--- src/hw/cap_sense_pkg.sv ---
// constants of the capacitance-to-digital sense unit
// assumes an 8-bit register port on the system clock, one register per index
//
// Operation
// unit works only while unit_enable is 1
// start_mode_sel picks one of eight starts
// writing busy 1 starts one conversion
// continuous modes wait for busy, then repeat; continuous scan with multi_channel_en set clears busy after one result
// conversion done flag raises enabled irq
// single scan converts all masked channels; code runs from channel_mux_sel up to the highest masked one
// length 12/13/14/16 bits, 13 after reset
// unconverted low result bits read zero
// done only after last accumulated sample
// multi_channel_en shorts masked channels together
// gain 1x to 8x, reset 8x
// greater-than compare can wake from suspend
// alt method wakes on scan/conversion end
// wake only after all samples accumulated
// wake_on_irq_cfg selects extra wake events
// software disables unit before sleep
// software enables, sets mode, then configures
// software sets measured pins analog
// irq when result crosses 16-bit threshold
// flag 1 above threshold, else 0
// accumulate 1..64 samples, divide, store
// compare hit stops scan until busy write
// busy reads 1 while conversion runs
`default_nettype none
package cap_sense_pkg;
  // ****************************************************************
  // register indices
  // ****************************************************************
  localparam logic [3:0] SENSE_CONTROL_REG  = 4'h0;
  localparam logic [3:0] SENSE_CONFIG_REG   = 4'h1;
  localparam logic [3:0] SENSE_MODE_REG_A   = 4'h2;
  localparam logic [3:0] SENSE_MODE_REG_B   = 4'h3;
  localparam logic [3:0] SENSE_MODE_REG_C   = 4'h4;
  localparam logic [3:0] SCAN_MASK_LOW      = 4'h5;
  localparam logic [3:0] SCAN_MASK_HIGH     = 4'h6;
  localparam logic [3:0] THRESHOLD_HIGH     = 4'h7;
  localparam logic [3:0] THRESHOLD_LOW      = 4'h8;
  localparam logic [3:0] RESULT_HIGH        = 4'h9;
  localparam logic [3:0] RESULT_LOW         = 4'ha;
  localparam logic [3:0] CHANNEL_MUX_SEL    = 4'hb;
  localparam logic [3:0] EXT_IRQ_ENABLE_REG = 4'hc;
  // ****************************************************************
  // field positions
  // ****************************************************************
  localparam int CTL_ENABLE   = 7;
  localparam int CTL_DONE     = 5;
  localparam int CTL_BUSY     = 4;
  localparam int CTL_EOS      = 3;
  localparam int CTL_GT       = 2;
  localparam int CTL_CMP      = 0;
  localparam int CFG_MODE_LSB = 4;
  localparam int CFG_ACC_LSB  = 0;
  localparam int MDA_ALT_SCAN = 7;
  localparam int MDA_GAIN_LSB = 0;
  localparam int MDB_WOI      = 6;
  localparam int MDC_MCEN     = 7;
  localparam int MDC_LEN_LSB  = 0;
  localparam int IEN_DONE     = 0;
  localparam int IEN_EOS      = 1;
  localparam int IEN_GT       = 5;
  // ****************************************************************
  // reset values and encodings
  // ****************************************************************
  localparam logic [2:0] GAIN_RESET = 3'h7;   // 8x
  localparam logic [1:0] LEN_RESET  = 2'h1;   // 13 bits
  localparam logic [1:0] LEN_12     = 2'h0;
  localparam logic [1:0] LEN_13     = 2'h1;
  localparam logic [1:0] LEN_14     = 2'h2;
  localparam logic [3:0] LSB_12     = 4'h4;
  localparam logic [3:0] LSB_13     = 4'h3;
  localparam logic [3:0] LSB_14     = 4'h2;
  localparam logic [3:0] LSB_16     = 4'h0;
  localparam int ACC_W = 22;
  typedef enum logic [2:0] {
    MODE_SW     = 3'b000,
    MODE_T0     = 3'b001,
    MODE_T2     = 3'b010,
    MODE_T1     = 3'b011,
    MODE_T3     = 3'b100,
    MODE_SCAN1  = 3'b101,
    MODE_CONT   = 3'b110,
    MODE_CSCAN  = 3'b111
  } start_mode_t;
endpackage : cap_sense_pkg
`default_nettype wire

--- src/hw/sar_engine.sv ---
// successive approximation sequencer for one capacitance conversion
// assumes cmp_above is already synchronised to mclk
`default_nettype none
module sar_engine
  import cap_sense_pkg::*;
(
  input  wire logic        mclk,
  input  wire logic        rstn,
  input  wire logic        start,
  input  wire logic        abort,
  input  wire logic [1:0]  len_sel,
  input  wire logic        cmp_above,
  output logic             busy,
  output logic             done,
  output logic [15:0]      result,
  output logic [15:0]      dac_code
);
  // ****************************************************************
  // state
  // ****************************************************************
  typedef enum logic [1:0] {
    E_IDLE   = 2'b00,
    E_DRIVE  = 2'b01,
    E_SETTLE = 2'b11,
    E_SAMPLE = 2'b10
  } eng_state_t;

  typedef struct packed {
    eng_state_t  st;
    logic [3:0]  idx;
    logic [15:0] code;
    logic [15:0] res;
    logic        done;
  } eng_t;

  eng_t q_reg;
  eng_t q_next;

  // lowest converted bit for each length
  function automatic logic [3:0] lsb_index(input logic [1:0] len);
    case (len)
      LEN_12:  lsb_index = LSB_12;
      LEN_13:  lsb_index = LSB_13;
      LEN_14:  lsb_index = LSB_14;
      default: lsb_index = LSB_16;
    endcase
  endfunction : lsb_index

  // ****************************************************************
  // next state: one bit per drive/settle/sample step, msb first
  // ****************************************************************
  always_comb
  begin
    q_next      = q_reg;
    q_next.done = 1'b0;
    case (q_reg.st)
      E_IDLE:
      begin
        if (start && !abort)
        begin
          q_next.st   = E_DRIVE;
          q_next.idx  = 4'hf;
          q_next.code = 16'h8000;
        end
      end
      // two cycles cover the comparator's two-stage synchroniser
      E_DRIVE:
        q_next.st = E_SETTLE;   // trial code reaches the pin
      E_SETTLE:
        q_next.st = E_SAMPLE;   // synchroniser now shows this trial
      E_SAMPLE:
      begin
        // bit decision
        if (!cmp_above)
          q_next.code[q_reg.idx] = 1'b0;
        if (q_reg.idx == lsb_index(len_sel))
        begin
          q_next.st   = E_IDLE;
          q_next.done = 1'b1;
          // low bits zero
          q_next.res  = cmp_above ? q_reg.code : (q_reg.code & ~(16'h0001 << q_reg.idx));
        end
        else
        begin
          q_next.idx                    = q_reg.idx - 4'h1;
          q_next.code[q_reg.idx - 4'h1] = 1'b1;
          q_next.st                     = E_DRIVE;
        end
      end
      default:
        q_next.st = E_IDLE;
    endcase
    if (abort)
    begin
      q_next.st   = E_IDLE;
      q_next.done = 1'b0;
    end
  end

  always_ff @(posedge mclk or negedge rstn)
  begin
    if (!rstn)
      q_reg <= '{st: E_IDLE, idx: 4'h0, code: 16'h0000, res: 16'h0000, done: 1'b0};
    else
      q_reg <= q_next;
  end

  assign busy     = (q_reg.st != E_IDLE);
  assign done     = q_reg.done;
  assign result   = q_reg.res;
  assign dac_code = q_reg.code;
endmodule : sar_engine
`default_nettype wire

--- src/hw/cap_sense_unit.sv ---
// control, registers, accumulator and compare of the sense unit
// assumes an 8-bit register port on mclk and an analog comparator pin
`default_nettype none
module cap_sense_unit
  import cap_sense_pkg::*;
(
  input  wire logic        mclk,
  input  wire logic        rstn,
  input  wire logic [3:0]  addr,
  input  wire logic [7:0]  wdata,
  input  wire logic        wr,
  input  wire logic        rd,
  output logic      [7:0]  rdata,
  input  wire logic [3:0]  timer_ovf,
  input  wire logic        cmp_pin,
  output logic             sense_power_on,
  output logic      [15:0] channel_connect,
  output logic      [2:0]  gain_sel,
  output logic      [15:0] dac_code,
  output logic             conv_done_irq,
  output logic             end_scan_irq,
  output logic             threshold_irq,
  output logic             wake_req
);
  // ****************************************************************
  // state
  // ****************************************************************
  typedef enum logic [0:0] {
    T_IDLE = 1'b0,
    T_CONV = 1'b1
  } ctl_state_t;

  typedef struct packed {
    ctl_state_t       st;
    logic [1:0]       sync;
    logic             unit_enable;
    logic             conv_busy;
    logic             done_flag;
    logic             eos_flag;
    logic             gt_flag;
    logic             threshold_cmp_flag;
    start_mode_t      start_mode_sel;
    logic [2:0]       accum_count_sel;
    logic             alt_scan_method_en;
    logic [2:0]       gain;
    logic             wake_on_irq_cfg;
    logic             multi_channel_en;
    logic [1:0]       conv_length_sel;
    logic [15:0]      scan_mask;
    logic [15:0]      threshold;
    logic [15:0]      result;
    logic [3:0]       channel_mux_sel;
    logic [7:0]       irq_en;
    logic [ACC_W-1:0] acc;
    logic [6:0]       samples;
    logic             start;
    logic             wake;
    logic [7:0]       rdata;
  } ctl_t;

  ctl_t q_reg;
  ctl_t q_next;

  logic        eng_busy;
  logic        eng_done;
  logic [15:0] eng_result;

  // samples per accumulated result
  function automatic logic [6:0] acc_count(input logic [2:0] sel);
    case (sel)
      3'h1:    acc_count = 7'h04;
      3'h2:    acc_count = 7'h08;
      3'h3:    acc_count = 7'h10;
      3'h4:    acc_count = 7'h20;
      3'h5:    acc_count = 7'h40;
      default: acc_count = 7'h01;
    endcase
  endfunction : acc_count

  // shift that divides by the sample count
  function automatic logic [2:0] acc_shift(input logic [2:0] sel);
    case (sel)
      3'h1:    acc_shift = 3'h2;
      3'h2:    acc_shift = 3'h3;
      3'h3:    acc_shift = 3'h4;
      3'h4:    acc_shift = 3'h5;
      3'h5:    acc_shift = 3'h6;
      default: acc_shift = 3'h0;
    endcase
  endfunction : acc_shift

  // next masked channel above cur; wrap set when none is left
  function automatic logic [4:0] next_chan(input logic [15:0] mask, input logic [3:0] cur);
    logic [4:0] r;
    logic       found;
    r     = {1'b1, cur};
    found = 1'b0;
    for (int i = 15; i >= 0; i--)
      if (mask[i] && (i > int'(cur)))
        r = {1'b0, 4'(i)};
    for (int i = 15; i >= 0; i--)
      if (mask[i])
        found = 1'b1;
    if (r[4] && found)
      for (int i = 15; i >= 0; i--)
        if (mask[i])
          r = {1'b1, 4'(i)};
    return r;
  endfunction : next_chan

  // ****************************************************************
  // conversion engine
  // ****************************************************************
  sar_engine u_sar (
    .mclk      (mclk),
    .rstn      (rstn),
    .start     (q_reg.start),
    .abort     (!q_reg.unit_enable),
    .len_sel   (q_reg.conv_length_sel),
    .cmp_above (q_reg.sync[1]),
    .busy      (eng_busy),
    .done      (eng_done),
    .result    (eng_result),
    .dac_code  (dac_code)
  );

  // ****************************************************************
  // next state
  // ****************************************************************
  always_comb
  begin
    logic [ACC_W-1:0] sum;
    logic [ACC_W-1:0] avg;
    logic [4:0]       nc;
    logic             above;
    logic             timer_hit;
    logic             is_scan;
    sum       = '0;
    avg       = '0;
    nc        = 5'h00;
    above     = 1'b0;
    timer_hit = 1'b0;
    is_scan   = 1'b0;
    q_next       = q_reg;
    q_next.start = 1'b0;
    q_next.wake  = 1'b0;
    q_next.sync  = {q_reg.sync[0], cmp_pin};
    is_scan      = (q_reg.start_mode_sel == MODE_SCAN1) || (q_reg.start_mode_sel == MODE_CSCAN);
    is_scan      = is_scan && !q_reg.multi_channel_en;
    // timer sources
    case (q_reg.start_mode_sel)
      MODE_T0: timer_hit = timer_ovf[0];
      MODE_T1: timer_hit = timer_ovf[1];
      MODE_T2: timer_hit = timer_ovf[2];
      MODE_T3: timer_hit = timer_ovf[3];
      default: timer_hit = 1'b0;
    endcase

    // register reads, data stand one cycle later
    q_next.rdata = 8'h00;
    if (rd)
    begin
      case (addr)
        SENSE_CONTROL_REG:
          q_next.rdata = {q_reg.unit_enable, 1'b0, q_reg.done_flag, q_reg.conv_busy,
                          q_reg.eos_flag, q_reg.gt_flag, 1'b0, q_reg.threshold_cmp_flag};
        SENSE_CONFIG_REG:   q_next.rdata = {1'b0, q_reg.start_mode_sel, 1'b0, q_reg.accum_count_sel};
        SENSE_MODE_REG_A:   q_next.rdata = {q_reg.alt_scan_method_en, 4'h0, q_reg.gain};
        SENSE_MODE_REG_B:   q_next.rdata = {1'b0, q_reg.wake_on_irq_cfg, 6'h00};
        SENSE_MODE_REG_C:   q_next.rdata = {q_reg.multi_channel_en, 5'h00, q_reg.conv_length_sel};
        SCAN_MASK_LOW:      q_next.rdata = q_reg.scan_mask[7:0];
        SCAN_MASK_HIGH:     q_next.rdata = q_reg.scan_mask[15:8];
        THRESHOLD_HIGH:     q_next.rdata = q_reg.threshold[15:8];
        THRESHOLD_LOW:      q_next.rdata = q_reg.threshold[7:0];
        RESULT_HIGH:        q_next.rdata = q_reg.result[15:8];
        RESULT_LOW:         q_next.rdata = q_reg.result[7:0];
        CHANNEL_MUX_SEL:    q_next.rdata = {4'h0, q_reg.channel_mux_sel};
        EXT_IRQ_ENABLE_REG: q_next.rdata = q_reg.irq_en;
        default:            q_next.rdata = 8'h00;
      endcase
    end

    // register writes; done, eos and gt flags clear on a written 0
    if (wr)
    begin
      case (addr)
        SENSE_CONTROL_REG:
        begin
          q_next.unit_enable = wdata[CTL_ENABLE];
          // software start
          if (wdata[CTL_BUSY])
            q_next.conv_busy = 1'b1;
          if (!wdata[CTL_DONE])
            q_next.done_flag = 1'b0;
          if (!wdata[CTL_EOS])
            q_next.eos_flag = 1'b0;
          if (!wdata[CTL_GT])
            q_next.gt_flag = 1'b0;
        end
        SENSE_CONFIG_REG:
        begin
          q_next.start_mode_sel  = start_mode_t'(wdata[CFG_MODE_LSB +: 3]);
          q_next.accum_count_sel = wdata[CFG_ACC_LSB +: 3];
        end
        SENSE_MODE_REG_A:
        begin
          q_next.alt_scan_method_en = wdata[MDA_ALT_SCAN];
          // gain select
          q_next.gain               = wdata[MDA_GAIN_LSB +: 3];
        end
        SENSE_MODE_REG_B:   q_next.wake_on_irq_cfg = wdata[MDB_WOI];
        SENSE_MODE_REG_C:
        begin
          q_next.multi_channel_en = wdata[MDC_MCEN];
          q_next.conv_length_sel  = wdata[MDC_LEN_LSB +: 2];
        end
        SCAN_MASK_LOW:      q_next.scan_mask[7:0]  = wdata;
        SCAN_MASK_HIGH:     q_next.scan_mask[15:8] = wdata;
        THRESHOLD_HIGH:     q_next.threshold[15:8] = wdata;
        THRESHOLD_LOW:      q_next.threshold[7:0]  = wdata;
        CHANNEL_MUX_SEL:    q_next.channel_mux_sel = wdata[3:0];
        EXT_IRQ_ENABLE_REG: q_next.irq_en          = wdata;
        default:            q_next.irq_en          = q_reg.irq_en;
      endcase
    end

    // conversion sequencing
    case (q_reg.st)
      T_IDLE:
      begin
        // busy arms the start
        if (q_reg.unit_enable && (q_reg.conv_busy || timer_hit))
        begin
          q_next.st        = T_CONV;
          q_next.start     = 1'b1;
          q_next.conv_busy = 1'b1;
          q_next.acc       = '0;
          q_next.samples   = 7'h00;
        end
      end
      T_CONV:
      begin
        if (eng_done)
        begin
          // accumulate samples
          sum            = q_reg.acc + ACC_W'(eng_result);
          q_next.acc     = sum;
          q_next.samples = q_reg.samples + 7'h01;
          if ((q_reg.samples + 7'h01) != acc_count(q_reg.accum_count_sel))
            q_next.start = 1'b1;
          else
          begin
            // last sample done
            avg                       = sum >> acc_shift(q_reg.accum_count_sel);
            q_next.result             = avg[15:0];
            q_next.acc                = '0;
            q_next.samples            = 7'h00;
            // threshold compare
            above                     = (avg[15:0] > q_reg.threshold);
            q_next.threshold_cmp_flag = above;
            // completion flag
            q_next.done_flag          = 1'b1;
            // crossing event
            if (above)
              q_next.gt_flag = 1'b1;
            // wake on touch
            q_next.wake = above;
            // wake per conversion
            if (q_reg.alt_scan_method_en && q_reg.wake_on_irq_cfg &&
                (q_reg.start_mode_sel == MODE_CONT || q_reg.start_mode_sel == MODE_CSCAN))
              q_next.wake = 1'b1;
            nc = next_chan(q_reg.scan_mask, q_reg.channel_mux_sel);
            q_next.st = T_IDLE;
            if (q_reg.start_mode_sel == MODE_CONT)
              q_next.conv_busy = 1'b1;
            else if (is_scan)
            begin
              // hit stops scan
              if (above)
                q_next.conv_busy = 1'b0;
              else
              begin
                // step through mask
                q_next.channel_mux_sel = nc[3:0];
                if (nc[4])
                begin
                  q_next.eos_flag = 1'b1;
                  if (q_reg.start_mode_sel == MODE_SCAN1)
                  begin
                    q_next.conv_busy = 1'b0;
                    // wake at scan end
                    if (q_reg.alt_scan_method_en && q_reg.wake_on_irq_cfg)
                      q_next.wake = 1'b1;
                  end
                end
              end
            end
            else
              // busy drops at end
              q_next.conv_busy = 1'b0;
          end
        end
      end
      default:
        q_next.st = T_IDLE;
    endcase

    // shutdown returns to idle and cancels start and busy, unless the same write sets both enable and busy
    if (!q_reg.unit_enable)
    begin
      q_next.st        = T_IDLE;
      q_next.start     = 1'b0;
      q_next.conv_busy = wr && (addr == SENSE_CONTROL_REG) &&
                         wdata[CTL_ENABLE] && wdata[CTL_BUSY];
    end
  end

  // ****************************************************************
  // registers
  // ****************************************************************
  always_ff @(posedge mclk or negedge rstn)
  begin
    if (!rstn)
    begin
      q_reg                 <= '0;
      q_reg.st              <= T_IDLE;
      q_reg.start_mode_sel  <= MODE_SW;
      q_reg.gain            <= GAIN_RESET;
      q_reg.conv_length_sel <= LEN_RESET;
    end
    else
      q_reg <= q_next;
  end

  // ****************************************************************
  // outputs
  // ****************************************************************
  assign rdata          = q_reg.rdata;
  assign sense_power_on = q_reg.unit_enable;
  assign gain_sel       = q_reg.gain;
  assign wake_req       = q_reg.wake;
  // shorted channels
  assign channel_connect = !q_reg.unit_enable ? 16'h0000 :
                           q_reg.multi_channel_en ? q_reg.scan_mask :
                           (16'h0001 << q_reg.channel_mux_sel);
  // enabled interrupt lines
  assign conv_done_irq = q_reg.done_flag & q_reg.irq_en[IEN_DONE];
  assign end_scan_irq  = q_reg.eos_flag & q_reg.irq_en[IEN_EOS];
  assign threshold_irq = q_reg.gt_flag & q_reg.irq_en[IEN_GT];
endmodule : cap_sense_unit
`default_nettype wire

--- config.mk ---
export PLATFORM = sky130hd
export DESIGN_NAME = cap_sense_unit
export DESIGN_NICKNAME = d
export VERILOG_FILES = /design/src/hw/cap_sense_pkg.sv /design/src/hw/sar_engine.sv /design/src/hw/cap_sense_unit.sv
export SDC_FILE = /design/constraint.sdc
export NUM_CORES = 1
export LEC_CHECK = 0
export BUFFER_PORTS_ARGS = -buffer_cell sky130_fd_sc_hd__buf_4
export CAP_MARGIN = 10
export CORE_ASPECT_RATIO = 0.7
export CORE_UTILIZATION = 56
export CTS_CLUSTER_SIZE = 24
export DETAILED_ROUTE_END_ITERATION = 10
export PLACE_DENSITY = 0.77
export SYNTH_ARGS = -nofsm -noshare
export SYNTH_HDL_FRONTEND = slang
export SYNTH_SLANG_ARGS = --single-unit
--- constraint.sdc ---
create_clock -name mclk -period 4.9 [get_ports mclk]
set_input_delay 0.735 -clock mclk [delete_from_list [all_inputs] [get_ports mclk]]
set_output_delay 0.735 -clock mclk [all_outputs]
set_load 0.02 [all_outputs]
==> results by group <==
Pwr
  – Pleak: 5.65 nW
  – Flop pwr share: between 30% and 40%
  – Pwr dens: 391 mW/mm^2
  – Clock power share: between 20% and 30%
  – Logic gate share of total power: a little over a third
  – Sw frac: 40.3%
  – Internal power: 3.02 mW
  – VDD IR-drop max: roughly 0.35 mV
  – Net Switching: 2.04 mW

Die
  – Die area: 0.0207 sq mm
  – Initial core utilization: 58.3%
  – IO Pins: 69
  – Die height: 121 um
  – FP Rows: 42
  – DIE WIDTH: 171 um
  – Core area: 0.0193 sq mm

STA
  – Hold Vio Cnt, Final: 0
  – Relative slew slack: 23.7%
  – Highest achievable clock rate: ~210 MHz
  – Slew @ Worst Pin: 1.14 ns
  – Slew Viols, Final: 0
  – Hold_ws: 0.349 ns
  – Setup violators final: 0
  – Clock skew: 0.0115 ns
  – Crit share post-route: 95.7%
  – Minimum clock period: 4.69 ns
  – RSZ-0062 raised after global routing: no

Global route
  – Initial antenna violation count: 1
  – GRT Util Overall: 36.2%
  – Remaining Overflow, GRT: 0
  – First-pass GRT wire length: 56600 um
  – Vias in the first global route: 9849
  – Largest net degree at the start of global routing: 98

Yosys
  – Post-synth EDFFs: 0
  – Post-synth cell types: 87
  – Xor and xnor area share after synthesis: 1.87%
  – Post-Syn Nets: 1400
  – Mux share of post-synthesis cell area: 7.80%
  – Post-Synth Adder-Cell Area: 4.83%
  – Register bit count reported by yosys: roughly 160
  – Synth async-reset ratio: 100%
  – Post-synthesis sequential area ratio: 35.9%
  – Largest family of logic cells by synthesized area: compound AO/OA/AOI/OAI gates
  – Avg Cell Area, Syn: 8.41 sq um
  – Most used DFF post-synth: dfrtp_1
  – Complex-gate fraction of the synthesized area: between 20% and 30%
  – Synth Area in Simple Gates: 19.3%
  – Post-Syn Instances: 1337
  – Mapped Area: 0.0112 sq mm
  – Synth warnings: 0

Placement
  – Placed insts: 1626
  – Hpwl dp: 26300 um
  – GPL Wtd Cong: approximately 0.98
  – Port buffer count: 68

CTS
  – Clock Path Buffers: 2
  – Hold buffer count at cts: 0
  – CTS Buf Count: 17
  – CTS tree: done
  – Clock Root Buffer: clkbuf_16
  – Skew-Pair Late Insertion Delay: 0.44 ns
  – H-tree level count: 4
  – Num Clock Sinks: 161
  – Clock slew at reported path FFs: around 0.070 ns

Cells and area
  – Core Util, Final: approximately two thirds
  – Area grow syn2layout: 15.3%
  – Final Non-Filler Cells: 1663
  – Final net count: 1449
  – Commonest non-fill, non-tap cell in the layout: nand2_1
  – Fillers: 1631
  – Max FFs per register: 108
  – Most frequent cells in the layout: nand2_1, dfrtp_1, buf_4, o21ai_0, a21oi_1
  – N_diodes: 0
  – Layout cells sized above 1: 21.7%

Drt
  – Final ANT Viol Nets: 0
  – DR vias/cell: 6.59
  – Total routed wirelength: 36700 um
  – DRC violations left: 0
  – Initial drt markers: 1453
  – Vias: approximately 11k
  – DR WL/cell: 22.1 um
  – First drt pass iteration count: 8

Run status
  – Status: complete, no violations

Worst setup path
  – Critical path class: flop to flop
  – Critical Path Fanout Max: 5
  – Worst Setup End Kind: flop
  – Worst Path Required: 5.22 ns
  – CP Launch Type: flop
  – Crit path arrival time: 5.01 ns

Run
  – MaxCap Viol Count: 0

Hold path
  – Worst min path class: flop to flop
-- path summary, 6_finish.rpt --
check / from / slack, ns / to / depth (start not counted)
setup reg to reg: q_reg[17]$_DFFE_PN0P_ / 0.21 / q_reg[50]$_DFF_PN0_ / 18
min in group asynchronous: rstn / 0.40 / q_reg[38]$_DFFE_PN0P_ / 1
hold reg to reg: q_next[120]$_DFF_PN0_ / 0.35 / q_reg[120]$_DFF_PN0_ / 0
setup / recovery: q_reg[17]$_DFFE_PN0P_ / 0.21 / q_reg[50]$_DFF_PN0_ / 18
max in group asynchronous: rstn / 3.49 / q_reg[99]$_DFFE_PN1P_ / 2
hold / removal: q_next[120]$_DFF_PN0_ / 0.35 / q_reg[120]$_DFF_PN0_ / 0
-- cell families after synthesis --
kind of cell             Yosys count
multiplexers                      79
flip-flops                       161
adder cells (fa/ha/maj)           43
AO/OA/AOI/OAI                    429
AND/OR/NAND/NOR                  455
buffers and inverters            146
XOR/XNOR                          24
-- metal layers --
metal | track usage (%) | vias to the layer above | wire length, um
met5 | 0 | - | 0
met4 | 7.31 | 0 | 469
met3 | 9.82 | 52 | 4730
met2 | 47.8 | 715 | 14700
met1 | 57.6 | 5234 | 16900
li1 | - | 4963 | -
-- synthesized netlist by cell type (5+ instances only) --
cell       count  area [sq um]
nand2_1      174           653
dfrtp_1      157          3930
o21ai_0      136           681
a21oi_1      105           526
nor2_1        88           330
clkbuf_1      65           244
mux2_2        59           664
ha_1          41           513
inv_1         35           131
buf_4         27           203
nor3_1        25           125
nand3_1       24           120
nand2b_1      23           144
o211ai_1      20           150
mux2i_1       19           190
nor2b_1       19           119
a211oi_1      18           135
or3_1         18           113
a31oi_1       17           106
and2_1        17           106
xnor2_1       15           131
and3_1        14          87.6
a22o_1        13           114
a22oi_1       13          97.6
nor4_1        11          68.8
xor2_1         9          78.8
a21o_1         8          60.1
buf_1          8          30.0
buf_2          8          40.0
o22ai_1        8          50.1
or2_2          8          50.1
nand3b_1       7          52.6
nand4_1        7          43.8
o21a_1         7          52.6
a2111oi_0      6          52.6
a221oi_1       6          52.6
a32o_1         6          60.1
a32oi_1        5          43.8
o21ai_1        5          25.0
o31ai_1        5          37.5
or4_1          5          37.5
-- critical path: stages (launching register included) --
cell      delay (ns)
dfrtp_1         0.40
ha_2            0.21
fa_2            0.39
a211oi_4        0.28
o21bai_2        0.14
a21oi_2         0.19
xor2_2          0.13
maj3_1          0.38
a221oi_2        0.22
a21oi_1         0.07
o21ai_0         0.41
ha_1            0.33
o211ai_1        0.10
a21oi_1         0.07
a211oi_1        0.18
nor3_1          0.09
o31a_1          0.37
or4_4           0.47
mux2i_1         0.14
-- cell type report --
type / count / area [sq um] / share of cell area, %
clock buffers: 20 / 467 / 3.60
clock inverters: 12 / 130 / 1.00
inverters: 35 / 131 / 1.01
multi-input cells: 1030 / 6810 / 52.5
flip-flops and latches: 161 / 4030 / 31.1
well taps: 264 / 330 / 2.55
repair buffers: 141 / 1060 / 8.19
-- per-stage QoR --
step / setup WS, ns / power [mW] / setup TNS (ns) / instance area, sq um
floorplan: 0.303 / 2.96 / 0 / 11200
global placement: -0.0767 / 3.56 / -0.171 / 12100
detailed placement: -0.145 / 3.58 / -0.371 / 12100
CTS: 0.0114 / 4.97 / 0 / 12700
global route: 0.0185 / 5.29 / 0 / 13000
finish: 0.208 / 5.06 / 0 / 13000
-- repair_timing --
action | 4_1_cts | 5_1_grt
endpoints found under the setup margin | 3 | 9
gates resized for setup | 8 | 55
pin swaps | 0 | 17
buffers inserted | 0 | 5
-- power by group through the flow --
stage / combinational, mW / clock, mW / sequential (mW)
floorplan: 1.32 / 0 / 1.64
detailed placement: 1.71 / 0 / 1.86
global placement: 1.70 / 0 / 1.86
global route: 1.96 / 1.45 / 1.88
CTS: 1.74 / 1.39 / 1.84
finish: 1.81 / 1.38 / 1.87
Note: power is estimated with default switching activity, not from simulation.
